File: src/hw/fcep_regs.svh
// Register offsets, field positions, reset values and command codes of the flash error-protection block
`ifndef FCEP_REGS_SVH
`define FCEP_REGS_SVH

// ****************************************
// Register byte offsets
// ****************************************
`define FCEP_OFS_MODE_ENTRY  12'h000
`define FCEP_OFS_ACCESS_STAT 12'h004
`define FCEP_OFS_IRQ_ENABLE  12'h008
`define FCEP_OFS_SEQ_STATUS  12'h00C
`define FCEP_OFS_START_ADDR  12'h010
`define FCEP_OFS_END_ADDR    12'h014
`define FCEP_OFS_CONTROL     12'h018
`define FCEP_OFS_CMD_WINDOW  12'h100

// ****************************************
// Field positions
// ****************************************
`define FCEP_AST_CODE_ERR  0
`define FCEP_AST_DATA_ERR  1
`define FCEP_AST_LOCK      4
`define FCEP_IEN_LOCK      4
`define FCEP_SST_TBL_ECC   8
`define FCEP_SST_CFG_ECC   9
`define FCEP_SST_OTP_ECC   10
`define FCEP_SST_SUSPENDED 11
`define FCEP_SST_PRG_ERR   12
`define FCEP_SST_ERS_ERR   13
`define FCEP_SST_ILGL_ERR  14
`define FCEP_SST_READY     15
`define FCEP_CTL_BC_DIR    0
`define FCEP_CTL_PROT_OVR  1

// ****************************************
// Reset values and mode settings
// ****************************************
`define FCEP_RST_MODE  16'h0000
`define FCEP_RST_ADDR  32'h0000_0000
`define FCEP_MODE_READ 16'h0000
`define FCEP_MODE_CODE 16'h0001
`define FCEP_MODE_DATA 16'h0080

// ****************************************
// Command codes
// ****************************************
`define FCEP_CMD_PROGRAM   8'hE8
`define FCEP_CMD_DMA_PROG  8'hEA
`define FCEP_CMD_ERASE     8'h20
`define FCEP_CMD_LOCK_PROG 8'h77
`define FCEP_CMD_BLANK     8'h73
`define FCEP_CMD_CONFIG    8'h40
`define FCEP_CMD_OTP       8'h45
`define FCEP_CMD_SUSPEND   8'hB0
`define FCEP_CMD_RESUME    8'hD0
`define FCEP_CMD_CLEAR     8'h50
`define FCEP_CMD_STOP      8'hB3
`define FCEP_CMD_FINAL     8'hD0

`endif

File: src/hw/fcep_pkg.sv
// Types shared by the flash error-protection block
package fcep_pkg;

   // Command sequencer states, Gray coded along the usual path
   typedef enum logic [1:0] {
      FCEP_IDLE  = 2'b00,
      FCEP_CODE  = 2'b01,
      FCEP_DATA  = 2'b11,
      FCEP_FINAL = 2'b10
   } fcep_seq_t;

   // Request towards the flash array engine
   typedef struct packed {
      logic start;
      logic suspend;
      logic resume;
      logic abort;
      logic [7:0] cmd;
      logic [7:0] words;
   } fcep_array_req_t;

   // Whole state of the block
   typedef struct packed {
      logic [15:0] mode;
      logic [15:0] susp_mode;
      logic [31:0] start_addr;
      logic [31:0] end_addr;
      logic bc_dir;
      logic prot_ovr;
      logic irq_en;
      logic code_err;
      logic data_err;
      logic lock;
      logic ilgl;
      logic ers;
      logic prg;
      logic otp_ecc;
      logic cfg_ecc;
      logic tbl_ecc;
      logic busy;
      logic susp_pend;
      logic susp;
      logic [7:0] cur_cmd;
      fcep_seq_t seq;
      logic [7:0] cmd;
      logic [7:0] cnt;
      logic [7:0] nwords;
      logic [31:0] rdata;
      logic irq;
      fcep_array_req_t req;
   } fcep_state_t;

endpackage

File: src/hw/fcep_top.sv
// Flash sequencer error protection: command checking, command lock, status flags and APB registers
`timescale 1ns/10ps
`include "fcep_regs.svh"

module fcep_top #(
   parameter logic [7:0] PROG_WORDS = 8'h02, // Word count for a programming command
   parameter logic [7:0] CFG_WORDS = 8'h08, // Word count for a configuration command
   parameter logic [7:0] OTP_WORDS = 8'h08 // Word count for an OTP setting command
) (
   input wire logic pclk, // Bus clock
   input wire logic presetn, // Asynchronous reset, active low
   input wire logic psel, // APB select
   input wire logic penable, // APB enable
   input wire logic pwrite, // APB direction, high for write
   input wire logic [11:0] paddr, // APB byte address
   input wire logic [31:0] pwdata, // APB write data
   output logic [31:0] prdata, // APB read data
   output logic pready, // APB ready
   output logic pslverr, // APB error, unmapped address
   input wire logic id_unlocked, // ID authentication has unlocked security
   input wire logic tgt_reserved, // Start address lies in a reserved area
   input wire logic tgt_otp, // Start address lies in an OTP block
   input wire logic tgt_locked, // Target block has its lock bit set
   input wire logic vector_in_otp, // Configuration places the reset vector in OTP
   input wire logic array_done, // Pulse: array operation ended or suspended
   input wire logic array_fail, // With array_done: operation failed
   input wire logic ecc_otp_err, // Pulse: double-bit error reading OTP settings
   input wire logic ecc_cfg_err, // Pulse: double-bit error reading configuration
   input wire logic ecc_tbl_err, // Pulse: double-bit error reading parameter table
   output fcep_pkg::fcep_array_req_t array_req, // Request to the array engine
   output logic [31:0] cmd_start_addr, // Start address for the address map
   output logic [31:0] cmd_end_addr, // End address for the address map
   output logic access_error_irq // Interrupt, level
);

   fcep_pkg::fcep_state_t s_q;
   fcep_pkg::fcep_state_t s_d;

   logic acc;
   logic wr;
   logic rd;
   logic win;
   logic mapped;
   logic [7:0] wd;
   logic blank_ok;

   // True for commands that run a program or erase on the array
   function automatic logic is_pe(input logic [7:0] c);
      return c == `FCEP_CMD_PROGRAM || c == `FCEP_CMD_DMA_PROG || c == `FCEP_CMD_ERASE ||
             c == `FCEP_CMD_LOCK_PROG;
   endfunction

   // True for every code the sequencer knows as a first write
   function automatic logic is_known(input logic [7:0] c);
      return is_pe(c) || c == `FCEP_CMD_BLANK || c == `FCEP_CMD_CONFIG || c == `FCEP_CMD_OTP ||
             c == `FCEP_CMD_SUSPEND || c == `FCEP_CMD_RESUME || c == `FCEP_CMD_CLEAR ||
             c == `FCEP_CMD_STOP;
   endfunction

   // True for commands that carry a word count in their second write
   function automatic logic has_count(input logic [7:0] c);
      return c == `FCEP_CMD_PROGRAM || c == `FCEP_CMD_DMA_PROG || c == `FCEP_CMD_CONFIG ||
             c == `FCEP_CMD_OTP;
   endfunction

   // ****************************************
   // Bus decode
   // ****************************************
   assign acc = psel && penable;
   assign wr = acc && pwrite;
   assign rd = acc && !pwrite;
   assign win = paddr == `FCEP_OFS_CMD_WINDOW;
   assign wd = pwdata[7:0];
   assign mapped = win || paddr == `FCEP_OFS_MODE_ENTRY || paddr == `FCEP_OFS_ACCESS_STAT ||
                   paddr == `FCEP_OFS_IRQ_ENABLE || paddr == `FCEP_OFS_SEQ_STATUS ||
                   paddr == `FCEP_OFS_START_ADDR || paddr == `FCEP_OFS_END_ADDR ||
                   paddr == `FCEP_OFS_CONTROL;
   // Blank check direction 0 walks upward, 1 walks downward
   assign blank_ok = s_q.bc_dir ? (s_q.start_addr >= s_q.end_addr) : (s_q.start_addr <= s_q.end_addr);

   // Zero wait states keep the bus simple; read data is captured in the setup cycle
   assign pready = 1'b1;
   assign pslverr = acc && !mapped;
   assign prdata = s_q.rdata;
   assign array_req = s_q.req;
   assign cmd_start_addr = s_q.start_addr;
   assign cmd_end_addr = s_q.end_addr;
   assign access_error_irq = s_q.irq;

   // ****************************************
   // Next-state logic
   // ****************************************
   always_comb begin
      logic lock_it;
      logic dfin;
      lock_it = 1'b0;
      dfin = 1'b0;
      s_d = s_q;
      s_d.req.start = 1'b0;
      s_d.req.suspend = 1'b0;
      s_d.req.resume = 1'b0;
      s_d.req.abort = 1'b0;

      // Read data prepared in the setup cycle
      if (psel && !penable && !pwrite) begin
         case (paddr)
            `FCEP_OFS_MODE_ENTRY: s_d.rdata = {16'h0000, s_q.mode};
            `FCEP_OFS_ACCESS_STAT: begin
               s_d.rdata = 32'h0000_0000;
               s_d.rdata[`FCEP_AST_CODE_ERR] = s_q.code_err;
               s_d.rdata[`FCEP_AST_DATA_ERR] = s_q.data_err;
               s_d.rdata[`FCEP_AST_LOCK] = s_q.lock;
            end
            `FCEP_OFS_IRQ_ENABLE: begin
               s_d.rdata = 32'h0000_0000;
               s_d.rdata[`FCEP_IEN_LOCK] = s_q.irq_en;
            end
            `FCEP_OFS_SEQ_STATUS: begin
               s_d.rdata = 32'h0000_0000;
               s_d.rdata[`FCEP_SST_TBL_ECC] = s_q.tbl_ecc;
               s_d.rdata[`FCEP_SST_CFG_ECC] = s_q.cfg_ecc;
               s_d.rdata[`FCEP_SST_OTP_ECC] = s_q.otp_ecc;
               s_d.rdata[`FCEP_SST_SUSPENDED] = s_q.susp;
               s_d.rdata[`FCEP_SST_PRG_ERR] = s_q.prg;
               s_d.rdata[`FCEP_SST_ERS_ERR] = s_q.ers;
               s_d.rdata[`FCEP_SST_ILGL_ERR] = s_q.ilgl;
               s_d.rdata[`FCEP_SST_READY] = !s_q.busy;
            end
            `FCEP_OFS_START_ADDR: s_d.rdata = s_q.start_addr;
            `FCEP_OFS_END_ADDR: s_d.rdata = s_q.end_addr;
            `FCEP_OFS_CONTROL: begin
               s_d.rdata = 32'h0000_0000;
               s_d.rdata[`FCEP_CTL_BC_DIR] = s_q.bc_dir;
               s_d.rdata[`FCEP_CTL_PROT_OVR] = s_q.prot_ovr;
            end
            default: s_d.rdata = 32'h0000_0000;
         endcase
      end

      // Plain register writes; area errors clear by writing zero
      if (wr) begin
         case (paddr)
            `FCEP_OFS_MODE_ENTRY: s_d.mode = pwdata[15:0];
            `FCEP_OFS_ACCESS_STAT: begin
               s_d.code_err = s_q.code_err && pwdata[`FCEP_AST_CODE_ERR];
               s_d.data_err = s_q.data_err && pwdata[`FCEP_AST_DATA_ERR];
            end
            `FCEP_OFS_IRQ_ENABLE: s_d.irq_en = pwdata[`FCEP_IEN_LOCK];
            `FCEP_OFS_START_ADDR: s_d.start_addr = pwdata;
            `FCEP_OFS_END_ADDR: s_d.end_addr = pwdata;
            `FCEP_OFS_CONTROL: begin
               s_d.bc_dir = pwdata[`FCEP_CTL_BC_DIR];
               s_d.prot_ovr = pwdata[`FCEP_CTL_PROT_OVR];
            end
            default: ;
         endcase
      end

      // Any read of the command window is illegal in every mode
      if (rd && win) begin
         lock_it = 1'b1;
      end else if (wr && win) begin
         if (s_q.lock) begin
            // Only a clear or stop may leave the lock, and only with both area errors at zero
            if (wd == `FCEP_CMD_STOP && !s_q.code_err && !s_q.data_err) begin
               dfin = 1'b1;
               s_d.req.abort = s_q.busy || s_q.susp;
               s_d.busy = 1'b0;
               s_d.susp = 1'b0;
               s_d.susp_pend = 1'b0;
            end else if (wd == `FCEP_CMD_CLEAR && !s_q.busy && !s_q.code_err && !s_q.data_err) begin
               dfin = 1'b1;
            end else begin
               // Suspend is refused here too, so an interrupted operation runs to its end
               s_d.ilgl = 1'b1;
               s_d.seq = fcep_pkg::FCEP_IDLE;
            end
            if (dfin) begin
               s_d.lock = 1'b0;
               s_d.ilgl = 1'b0;
               s_d.ers = 1'b0;
               s_d.prg = 1'b0;
               s_d.otp_ecc = 1'b0;
               s_d.cfg_ecc = 1'b0;
               s_d.tbl_ecc = 1'b0;
               s_d.seq = fcep_pkg::FCEP_IDLE;
            end
         end else if (s_q.mode == `FCEP_MODE_READ) begin
            lock_it = 1'b1;
         end else if (s_q.mode != `FCEP_MODE_CODE && s_q.mode != `FCEP_MODE_DATA) begin
            lock_it = 1'b1;
         end else begin
            case (s_q.seq)
               fcep_pkg::FCEP_IDLE: begin
                  if (!is_known(wd)) begin
                     lock_it = 1'b1;
                  end else if (wd == `FCEP_CMD_STOP) begin
                     s_d.req.abort = s_q.busy || s_q.susp;
                     s_d.busy = 1'b0;
                     s_d.susp = 1'b0;
                     s_d.susp_pend = 1'b0;
                  end else if (wd == `FCEP_CMD_CLEAR) begin
                     if (s_q.busy) begin
                        lock_it = 1'b1;
                     end else begin
                        s_d.ilgl = 1'b0;
                        s_d.ers = 1'b0;
                        s_d.prg = 1'b0;
                        s_d.otp_ecc = 1'b0;
                        s_d.cfg_ecc = 1'b0;
                        s_d.tbl_ecc = 1'b0;
                     end
                  end else if (wd == `FCEP_CMD_SUSPEND) begin
                     if (s_q.busy && !s_q.susp_pend && is_pe(s_q.cur_cmd)) begin
                        s_d.req.suspend = 1'b1;
                        s_d.susp_pend = 1'b1;
                        s_d.susp_mode = s_q.mode;
                     end else begin
                        lock_it = 1'b1;
                     end
                  end else if (wd == `FCEP_CMD_RESUME) begin
                     if (!s_q.susp) begin
                        lock_it = 1'b1;
                     end else if (s_q.mode != s_q.susp_mode) begin
                        lock_it = 1'b1;
                     end else begin
                        s_d.req.resume = 1'b1;
                        s_d.susp = 1'b0;
                        s_d.busy = 1'b1;
                     end
                  end else if (s_q.busy || s_q.susp) begin
                     lock_it = 1'b1;
                  end else if (wd == `FCEP_CMD_LOCK_PROG && s_q.mode != `FCEP_MODE_CODE) begin
                     lock_it = 1'b1;
                  end else if ((s_q.mode == `FCEP_MODE_CODE || wd == `FCEP_CMD_CONFIG) && !id_unlocked) begin
                     lock_it = 1'b1;
                  end else begin
                     s_d.cmd = wd;
                     s_d.seq = fcep_pkg::FCEP_CODE;
                  end
               end
               fcep_pkg::FCEP_CODE: begin
                  if (has_count(s_q.cmd)) begin
                     s_d.nwords = wd;
                     s_d.cnt = wd;
                     if (s_q.cmd == `FCEP_CMD_DMA_PROG) begin
                        if (wd == 8'h00 || wd[0]) begin
                           lock_it = 1'b1;
                        end else begin
                           dfin = 1'b1; // DMA carries its data itself and has no final D0
                        end
                     end else if ((s_q.cmd == `FCEP_CMD_PROGRAM && wd != PROG_WORDS) ||
                                  (s_q.cmd == `FCEP_CMD_CONFIG && wd != CFG_WORDS) ||
                                  (s_q.cmd == `FCEP_CMD_OTP && wd != OTP_WORDS)) begin
                        lock_it = 1'b1;
                     end else begin
                        s_d.seq = fcep_pkg::FCEP_DATA;
                     end
                  end else if (wd != `FCEP_CMD_FINAL) begin
                     lock_it = 1'b1;
                  end else begin
                     dfin = 1'b1;
                  end
               end
               fcep_pkg::FCEP_DATA: begin
                  // Data words go to the array engine's own buffer; only the count is kept here
                  s_d.cnt = s_q.cnt - 8'h01;
                  if (s_q.cnt == 8'h01) begin
                     s_d.seq = fcep_pkg::FCEP_FINAL;
                  end
               end
               fcep_pkg::FCEP_FINAL: begin
                  if (wd != `FCEP_CMD_FINAL) begin
                     lock_it = 1'b1;
                  end else begin
                     dfin = 1'b1;
                  end
               end
               default: s_d.seq = fcep_pkg::FCEP_IDLE;
            endcase

            // Checks on the target made once the command is complete
            if (dfin) begin
               s_d.seq = fcep_pkg::FCEP_IDLE;
               if (tgt_reserved && (s_q.cmd == `FCEP_CMD_CONFIG || s_q.cmd == `FCEP_CMD_OTP ||
                                    s_q.mode == `FCEP_MODE_DATA)) begin
                  lock_it = 1'b1;
                  s_d.data_err = 1'b1;
               end else if (tgt_reserved) begin
                  lock_it = 1'b1;
                  s_d.code_err = 1'b1;
               end else if ((is_pe(s_q.cmd) && s_q.cmd != `FCEP_CMD_DMA_PROG || s_q.cmd == `FCEP_CMD_DMA_PROG)
                            && tgt_otp) begin
                  lock_it = 1'b1;
               end else if (s_q.cmd == `FCEP_CMD_CONFIG && vector_in_otp) begin
                  lock_it = 1'b1;
               end else if (s_q.cmd == `FCEP_CMD_BLANK && !blank_ok) begin
                  lock_it = 1'b1;
               end else if (s_q.cmd == `FCEP_CMD_ERASE && tgt_locked && !s_q.prot_ovr) begin
                  s_d.lock = 1'b1;
                  s_d.ers = 1'b1;
               end else if ((s_q.cmd == `FCEP_CMD_PROGRAM || s_q.cmd == `FCEP_CMD_DMA_PROG ||
                             s_q.cmd == `FCEP_CMD_LOCK_PROG) && tgt_locked && !s_q.prot_ovr) begin
                  s_d.lock = 1'b1;
                  s_d.prg = 1'b1;
               end else begin
                  // Start happens only on this unlocked path
                  s_d.req.start = 1'b1;
                  s_d.req.cmd = s_q.cmd;
                  s_d.req.words = (s_q.cmd == `FCEP_CMD_DMA_PROG) ? wd : s_q.nwords;
                  s_d.cur_cmd = s_q.cmd;
                  s_d.busy = 1'b1;
               end
            end
         end
      end

      // Illegal command lock sets only the illegal flag; a lock never stops a running operation
      if (lock_it) begin
         s_d.lock = 1'b1;
         s_d.ilgl = 1'b1;
         s_d.seq = fcep_pkg::FCEP_IDLE;
      end

      // Array completion; hardware events are applied last so they win over a clear
      if (array_done && s_q.busy) begin
         s_d.busy = 1'b0;
         s_d.susp = s_q.susp_pend && !array_fail;
         s_d.susp_pend = 1'b0;
         if (array_fail) begin
            s_d.lock = 1'b1;
            if (s_q.cur_cmd == `FCEP_CMD_ERASE) begin
               s_d.ers = 1'b1;
            end else begin
               s_d.prg = 1'b1;
            end
         end
      end
      // Double-bit ECC errors count as a sequencer malfunction
      if (ecc_otp_err || ecc_cfg_err || ecc_tbl_err) begin
         s_d.lock = 1'b1;
      end
      if (ecc_otp_err) begin
         s_d.otp_ecc = 1'b1;
      end
      if (ecc_cfg_err) begin
         s_d.cfg_ecc = 1'b1;
      end
      if (ecc_tbl_err) begin
         s_d.tbl_ecc = 1'b1;
      end

      // Interrupt stands while locked and enabled
      s_d.irq = s_d.lock && s_d.irq_en;
   end

   // ****************************************
   // State register
   // ****************************************
   always_ff @(posedge pclk or negedge presetn) begin
      if (!presetn) begin
         s_q <= '0;
         s_q.mode <= `FCEP_RST_MODE;
         s_q.susp_mode <= `FCEP_RST_MODE;
         s_q.start_addr <= `FCEP_RST_ADDR;
         s_q.end_addr <= `FCEP_RST_ADDR;
         s_q.seq <= fcep_pkg::FCEP_IDLE;
      end else begin
         s_q <= s_d;
      end
   end

endmodule // fcep_top

File: config.mk
export PLATFORM = sky130hd
export DESIGN_NAME = fcep_top
export DESIGN_NICKNAME = d
export VERILOG_FILES = /design/src/hw/fcep_pkg.sv /design/src/hw/fcep_top.sv
export VERILOG_INCLUDE_DIRS = /design/src /design/src/hw
export SDC_FILE = /design/constraint.sdc
export NUM_CORES = 1
export LEC_CHECK = 0
export CORE_MARGIN = 5
export CORE_UTILIZATION = 45
export CTS_CLUSTER_SIZE = 12
export DETAILED_ROUTE_END_ITERATION = 16
export DONT_BUFFER_PORTS = 1
export SETUP_SLACK_MARGIN = 0.4
export SLEW_MARGIN = 20
export SYNTH_ARGS = -nofsm -noshare
export SYNTH_HDL_FRONTEND = slang
export SYNTH_SLANG_ARGS = --single-unit
File: constraint.sdc
create_clock -name pclk -period 3.66 [get_ports pclk]
set_input_delay 0.183 -clock pclk [delete_from_list [all_inputs] [get_ports pclk]]
set_output_delay 0.183 -clock pclk [all_outputs]
set_load 0.03 [all_outputs]
## Yosys cells after proc, flatten, opt, wreduce, memory -nomap -nowiden

Index checks and enable logic that the tools add are counted.

- Flip-flop bits (word level): 190
- Bits in latches: 0
- Bits in writable memories: 0
- ROM bits: 0
- Input bits: 59
- Output and inout bits: 119
- Logic and storage cells: 448
- Memories kept: 0

- Add/subtract/negate cells: 1
- $mul: 0
- Div/mod/pow operators: 0
- $lt $le $gt $ge: 2
- Equality and inequality tests: 86
- Shift operators: 0
- Mux-type cells: 183
- Bitwise logic cells: 18
- Reductions and logical operators: 127

Operators with widths:

| cell | count |
|---|---|
| one-hot mux 32 bit (7 select lines) | 1 |
| two-way mux 46 bit | 4 |
| two-way mux 16 bit | 10 |
| two-way mux 1 bit | 101 |
| two-way mux 10 bit | 10 |
| two-way mux 8 bit | 11 |
| equality test 8 x 7 -> 1 bit (second input constant) | 10 |
| two-way mux 20 bit | 4 |
| equality test 8 bit (second input constant) | 9 |
| != test 5 bit (second input constant) | 12 |
| AND reduction 10 bit | 5 |
| two-way mux 2 bit | 22 |
| nonzero test 3 bit | 14 |
| equality test 12 x 5 -> 1 bit (second input constant) | 3 |
| logical OR 1 bit | 36 |
| logical AND 1 bit | 35 |
| != test 3 x 2 -> 1 bit (second input constant) | 11 |
| greater-or-equal comparator 32 bit | 1 |
| less-or-equal comparator 32 bit | 1 |
| two-way mux 3 bit | 9 |
| != test 3 bit (second input constant) | 9 |
| equality test 12 x 4 -> 1 bit (second input constant) | 2 |
| equality test 8 x 6 -> 1 bit (second input constant) | 3 |
| two-way mux 24 bit | 1 |
| other kinds (42) | 93 |

## Depth between registers and ports, before layout

- Depth after elaboration: 31
- Gate-level depth with buffers: 13
- Gate-level depth less buffers: 10

## Least setup slack after synthesis

OpenSTA, ideal clock, no wires.

- Path type: flip-flop to flip-flop
- From: reg s_q[71] (netlist bit)
- To: reg s_q, in the netlist array_req[10]
- Setup time: 0.125 ns
- Arrival time: 2.864 ns
- Required time: 3.535 ns
- Path slack: 0.671 ns
- Stages on the path, launching flop included: 12
- Path buffers: 3
- Period minus slack after synthesis: 2.989 ns
- Cell sequence: dfrtp_1 -> buf_6 -> or4b_2 -> nor4_1 -> a32o_2 -> a41oi_2 -> nand2b_1 -> nor3_2 -> and2b_1 -> buf_4 -> buf_6 -> mux2_2

- Cells in the longest elaborated chain, start to end: 12
- Elaborated cells on any way between the ends: 41
- Classes of those cells: 8 x eq/ne; 8 x mux; 6 x bitwise; 19 x reduce/logical

Ends and longest elaborated chain:

| element | RTL line | RTL |
|---|---|---|
| start, declared | fcep_top.sv:36 | `fcep_pkg::fcep_state_t s_q;` |
| equality test 8 bit (no source line) | n/a |  |
| logical OR 1 bit (no source line) (3 in series) | n/a |  |
| two-way mux 1 bit | fcep_top.sv:243 | `if (has_count(s_q.cmd)) begin` |
| one-hot mux 1 bit (2 select lines) | fcep_top.sv:193 | `case (s_q.seq)` |
| two-way mux 1 bit | fcep_top.sv:190 | `` end else if (s_q.mode != `FCEP_MODE_CODE && s_q.mode != `FCEP_MODE_DATA) begin `` |
| two-way mux 1 bit | fcep_top.sv:188 | `` end else if (s_q.mode == `FCEP_MODE_READ) begin `` |
| two-way mux 1 bit | fcep_top.sv:163 | `if (s_q.lock) begin` |
| two-way mux 1 bit | fcep_top.sv:162 | `end else if (wr && win) begin` |
| two-way mux 1 bit | fcep_top.sv:160 | `if (rd && win) begin` |
| AND reduction 13 bit (no source line) | n/a |  |

Several ways; a longest one is shown, not always the timed one. The select of a mux whose other input is x is not followed.
A chain may end at the register's enable or synchronous reset.

## Worst setup path after layout

- From: reg s_q[194] (netlist bit)
- To: reg s_q[77] (netlist bit)

- Cells in the longest elaborated chain, start to end: 25
- Elaborated cells on any way between the ends: 55
- Classes of those cells: 22 x eq/ne; 23 x mux; 10 x reduce/logical

Ends and longest elaborated chain:

| element | RTL line | RTL |
|---|---|---|
| equality test 16 x 1 -> 1 bit (no source line) | n/a |  |
| logical OR 1 bit (no source line) | n/a |  |
| logical AND 1 bit | fcep_top.sv:235 | `` end else if ((s_q.mode == `FCEP_MODE_CODE \|\| wd == `FCEP_CMD_CONFIG) && !id_unlocked) begin `` |
| two-way mux 1 bit | fcep_top.sv:235 |  |
| two-way mux 1 bit | fcep_top.sv:233 | `` end else if (wd == `FCEP_CMD_LOCK_PROG && s_q.mode != `FCEP_MODE_CODE) begin `` |
| two-way mux 1 bit | fcep_top.sv:231 | `end else if (s_q.busy \|\| s_q.susp) begin` |
| two-way mux 1 bit | fcep_top.sv:221 | `` end else if (wd == `FCEP_CMD_RESUME) begin `` |
| two-way mux 1 bit | fcep_top.sv:213 | `` end else if (wd == `FCEP_CMD_SUSPEND) begin `` |
| [9 not listed] | n/a |  |
| two-way mux 1 bit | fcep_top.sv:283 | `if (dfin) begin` |
| two-way mux 1 bit | fcep_top.sv:190 |  |
| two-way mux 1 bit | fcep_top.sv:188 |  |
| two-way mux 1 bit | fcep_top.sv:163 |  |
| two-way mux 1 bit | fcep_top.sv:162 |  |
| two-way mux 1 bit | fcep_top.sv:160 |  |
| != test 5 bit (no source line) (tied with other cells) | n/a |  |
| AND reduction 19 bit (no source line) | n/a |  |

Several ways; a longest one is shown, not always the timed one.

==> run metrics <==
Post-Synthesis Cells 1079; Mapped Area 0.01075 mm^2; CTS tree done; Worst Setup Start Kind flop; CTS Sinks 190; Core Region around 0.023 mm^2; NetSw approximately 1200 uW; RSZ-0062 raised after global routing no; synth unique cells a little over 70; outcome complete, but fails checks; vias in the first global route around 7800; P_int between 3000 and 4000 uW; R2R cell count 8; Final ANT Viol Nets 0; Vias 7823; Vias/cell 5.706; # setup viols final 0; WP data arrival 3440 ps; clk_skew 14.17 ps; drt drc 0; Synthesis Warnings 0; H-tree depth reported by CTS 4; FMAX 0.3231 GHz; P_leak ~0.0053 uW; part of the power in combinational logic 0.040; die area 0.02708 mm^2; Min-Delay Path Class in -> async; Crit Path Class reg -> reg; drt wl/cell 20.92 um; GRT overflow 0; storage element area 0.004755 mm^2; clk_lat worst skew 440 ps; cts hold-fix bufs 37; Total GRT Usage 0.2136; Max IR drop VDD 268.1 uV; Layout Nets 1136; final-report hold violation count 190; Synth area leader dfrtp_1; fillers 2163; router iterations before antenna repair 5; initial antenna violation count 2; Tightest Pin Transition 931.7 ps; layout cells sized above 1 0.2091; minimum clock period 3095 ps; Initial Util 0.4579; Pwr Total 4391 uW; number of buffers created by CTS 17; I/O Buffers 0; area fraction of the dominant cell type after synthesis 0.4423; ys async rst share 1.000; Die Height 164.6 um; synth top area cells dfrtp_1 44%, mux2_2 9.5%, buf_4 8.2%, ha_1 4.4%, nand2_1 2.8%; Routed WL 28690 um; Pwr Density 378.4 mW/mm^2; Reg power frac 0.529; final period utilization 0.8456; worst-case clock buffer depth 2; failing checks hold timing; Clk pwr share 0.432; MaxCap Viol Count 0; hpwl dp between 20000 and 25000 um; Main synth FF type dfrtp_1; crit end category flop; largest fanout on the critical path 4; Synth-to-Final Area Change 7.973%; flops & latches, synth 190; die width 164.6 um; relative max-transition margin 0.3789; critical path data required time 4000 ps; first-pass GRT wire length 45010 um; Max Slew Vio Count 0; gpl congestion a little under 1; post-synthesis sequential area ratio 0.4423; Reg2Reg Setup Slack between 500 and 600 ps; clock root cell clkbuf_16; ANT cells 0; Rows 56; Ports 178; iteration-0 DRC count of the detailed router 715; hold slack -561.4 ps; syn nets 1176; multi-input combinational cell area approximately 0.0047 mm^2; Clock Pin Slew Worst Setup and Hold Paths around 80 ps; Sw Ratio 0.2676; Post-synth EDFFs 0; largest net degree at the start of global routing around 190; final setup TNS 0 ps; Mapped Avg Cell Area 9.962 um^2
==> power groups by stage <==
stage                     combinational (uW)  clock [uW]  sequential, uW
after global routing                     192        2030            2330
final                                    174        1900            2320
after global placement                   117           0            2360
after detailed placement                 120           0            2370
after CTS                                172        1940            2320
after floorplan                          313           0            2220
==> registers in the layout, indices dropped and copies added (netlist names) <==
register,cells
array_req,20
prdata,32
cmd_end_addr,32
s_q,73
access_error_irq,1
cmd_start_addr,32
==> metal layers <==
metal / up-vias / wire length, um / GRT usage
met5: - / 13 / 0
met4: 2 / 522 / 0.06503
met3: 37 / 2716 / 0.06539
met2: 281 / 13190 / 0.3384
met1: 3819 / 12240 / 0.2827
li1: 3684 / - / -
==> what timing repair did <==
item / in CTS / in global routing
hold endpoints to repair: 302 / 190
setup endpoints to repair: 16 / 17
gates resized for setup: 1 / 3
buffers inserted: 0 / 0
pin swaps: 0 / 0
==> synth_stat cells (21+ instances only) <==
| cell type | count |
|---|---|
| a21oi_1 | 50 |
| a22oi_1 | 21 |
| buf_4 | 118 |
| clkbuf_1 | 47 |
| dfrtp_1 | 190 |
| ha_1 | 38 |
| inv_1 | 42 |
| mux2_2 | 91 |
| nand2_1 | 80 |
| nand3_1 | 22 |
| nor2_1 | 62 |
| nor2b_1 | 22 |
| o21ai_0 | 59 |
==> cell families (layout without fill, tap and decap cells) <==
logic type | Yosys count | count (layout) | share of synthesized area
fa+ha+maj | 38 | 38 | 0.04423
compound gates | 216 | 216 | 0.1319
flops | 190 | 190 | 0.4423
mux | 94 | 94 | 0.09813
buf+inv | 214 | 187 | 0.1178
xor+xnor | 19 | 19 | 0.01548
simple gates | 307 | 307 | 0.1498
other cells | 1 | 1 | 0.0003489
==> layout make-up <==
class                      count  share of cell area
inverter                      42             0.01358
sequential                   190              0.4097
clock buffer                  17             0.03665
clock inverter                15             0.01542
timing repair buffer         113             0.08107
multi-input combinational    675              0.4092
tap                          319             0.03439
==> per-stage QoR <==
step,instance area (um^2),instances,setup WS [ps],util,hold WS [ps]
floorplan,10750,1079,671.3,-,-112.6
global placement,10620,1302,352.8,0.4523,-100.0
detailed placement,10620,1302,298.0,0.4523,-100.5
CTS,11590,1371,456.3,0.4939,-574.6
global route,11610,1371,418.7,0.4945,-581.1
finish,11610,1371,565.1,0.4945,-561.4
==> cell usage in the layout (no fill, tap or decap), types with 37 or more instances in the layout <==
master,instances
dlygate4sd3_1,37
mux2_2,91
inv_1,42
buf_4,76
nor2_1,62
nand2_1,80
ha_1,38
a21oi_1,50
o21ai_0,59
dfrtp_1,190
==> path summary, 6_finish.rpt <==
| kind | to | start |
|---|---|---|
| worst max-delay path | s_q[77] | s_q[194] |
| worst min-delay path | prdata[13] | presetn |
| worst max register to register | s_q[77] | s_q[194] |
| worst min register to register | s_q[90] | s_q[90] |
| max in group asynchronous | array_req[19] | presetn |
| min in group pclk | s_q[62] | pwdata[1] |
==> worst max-delay path, cell delays in order (launching register included) <==
cell      delay [ps]
dfrtp_1          450
nor4_1           460
nand4_1          260
a221o_1          390
or2_2            290
a41o_1           240
or2_1            280
or4_1            540
o211ai_1          90
(Power assumes the default switching activity.)
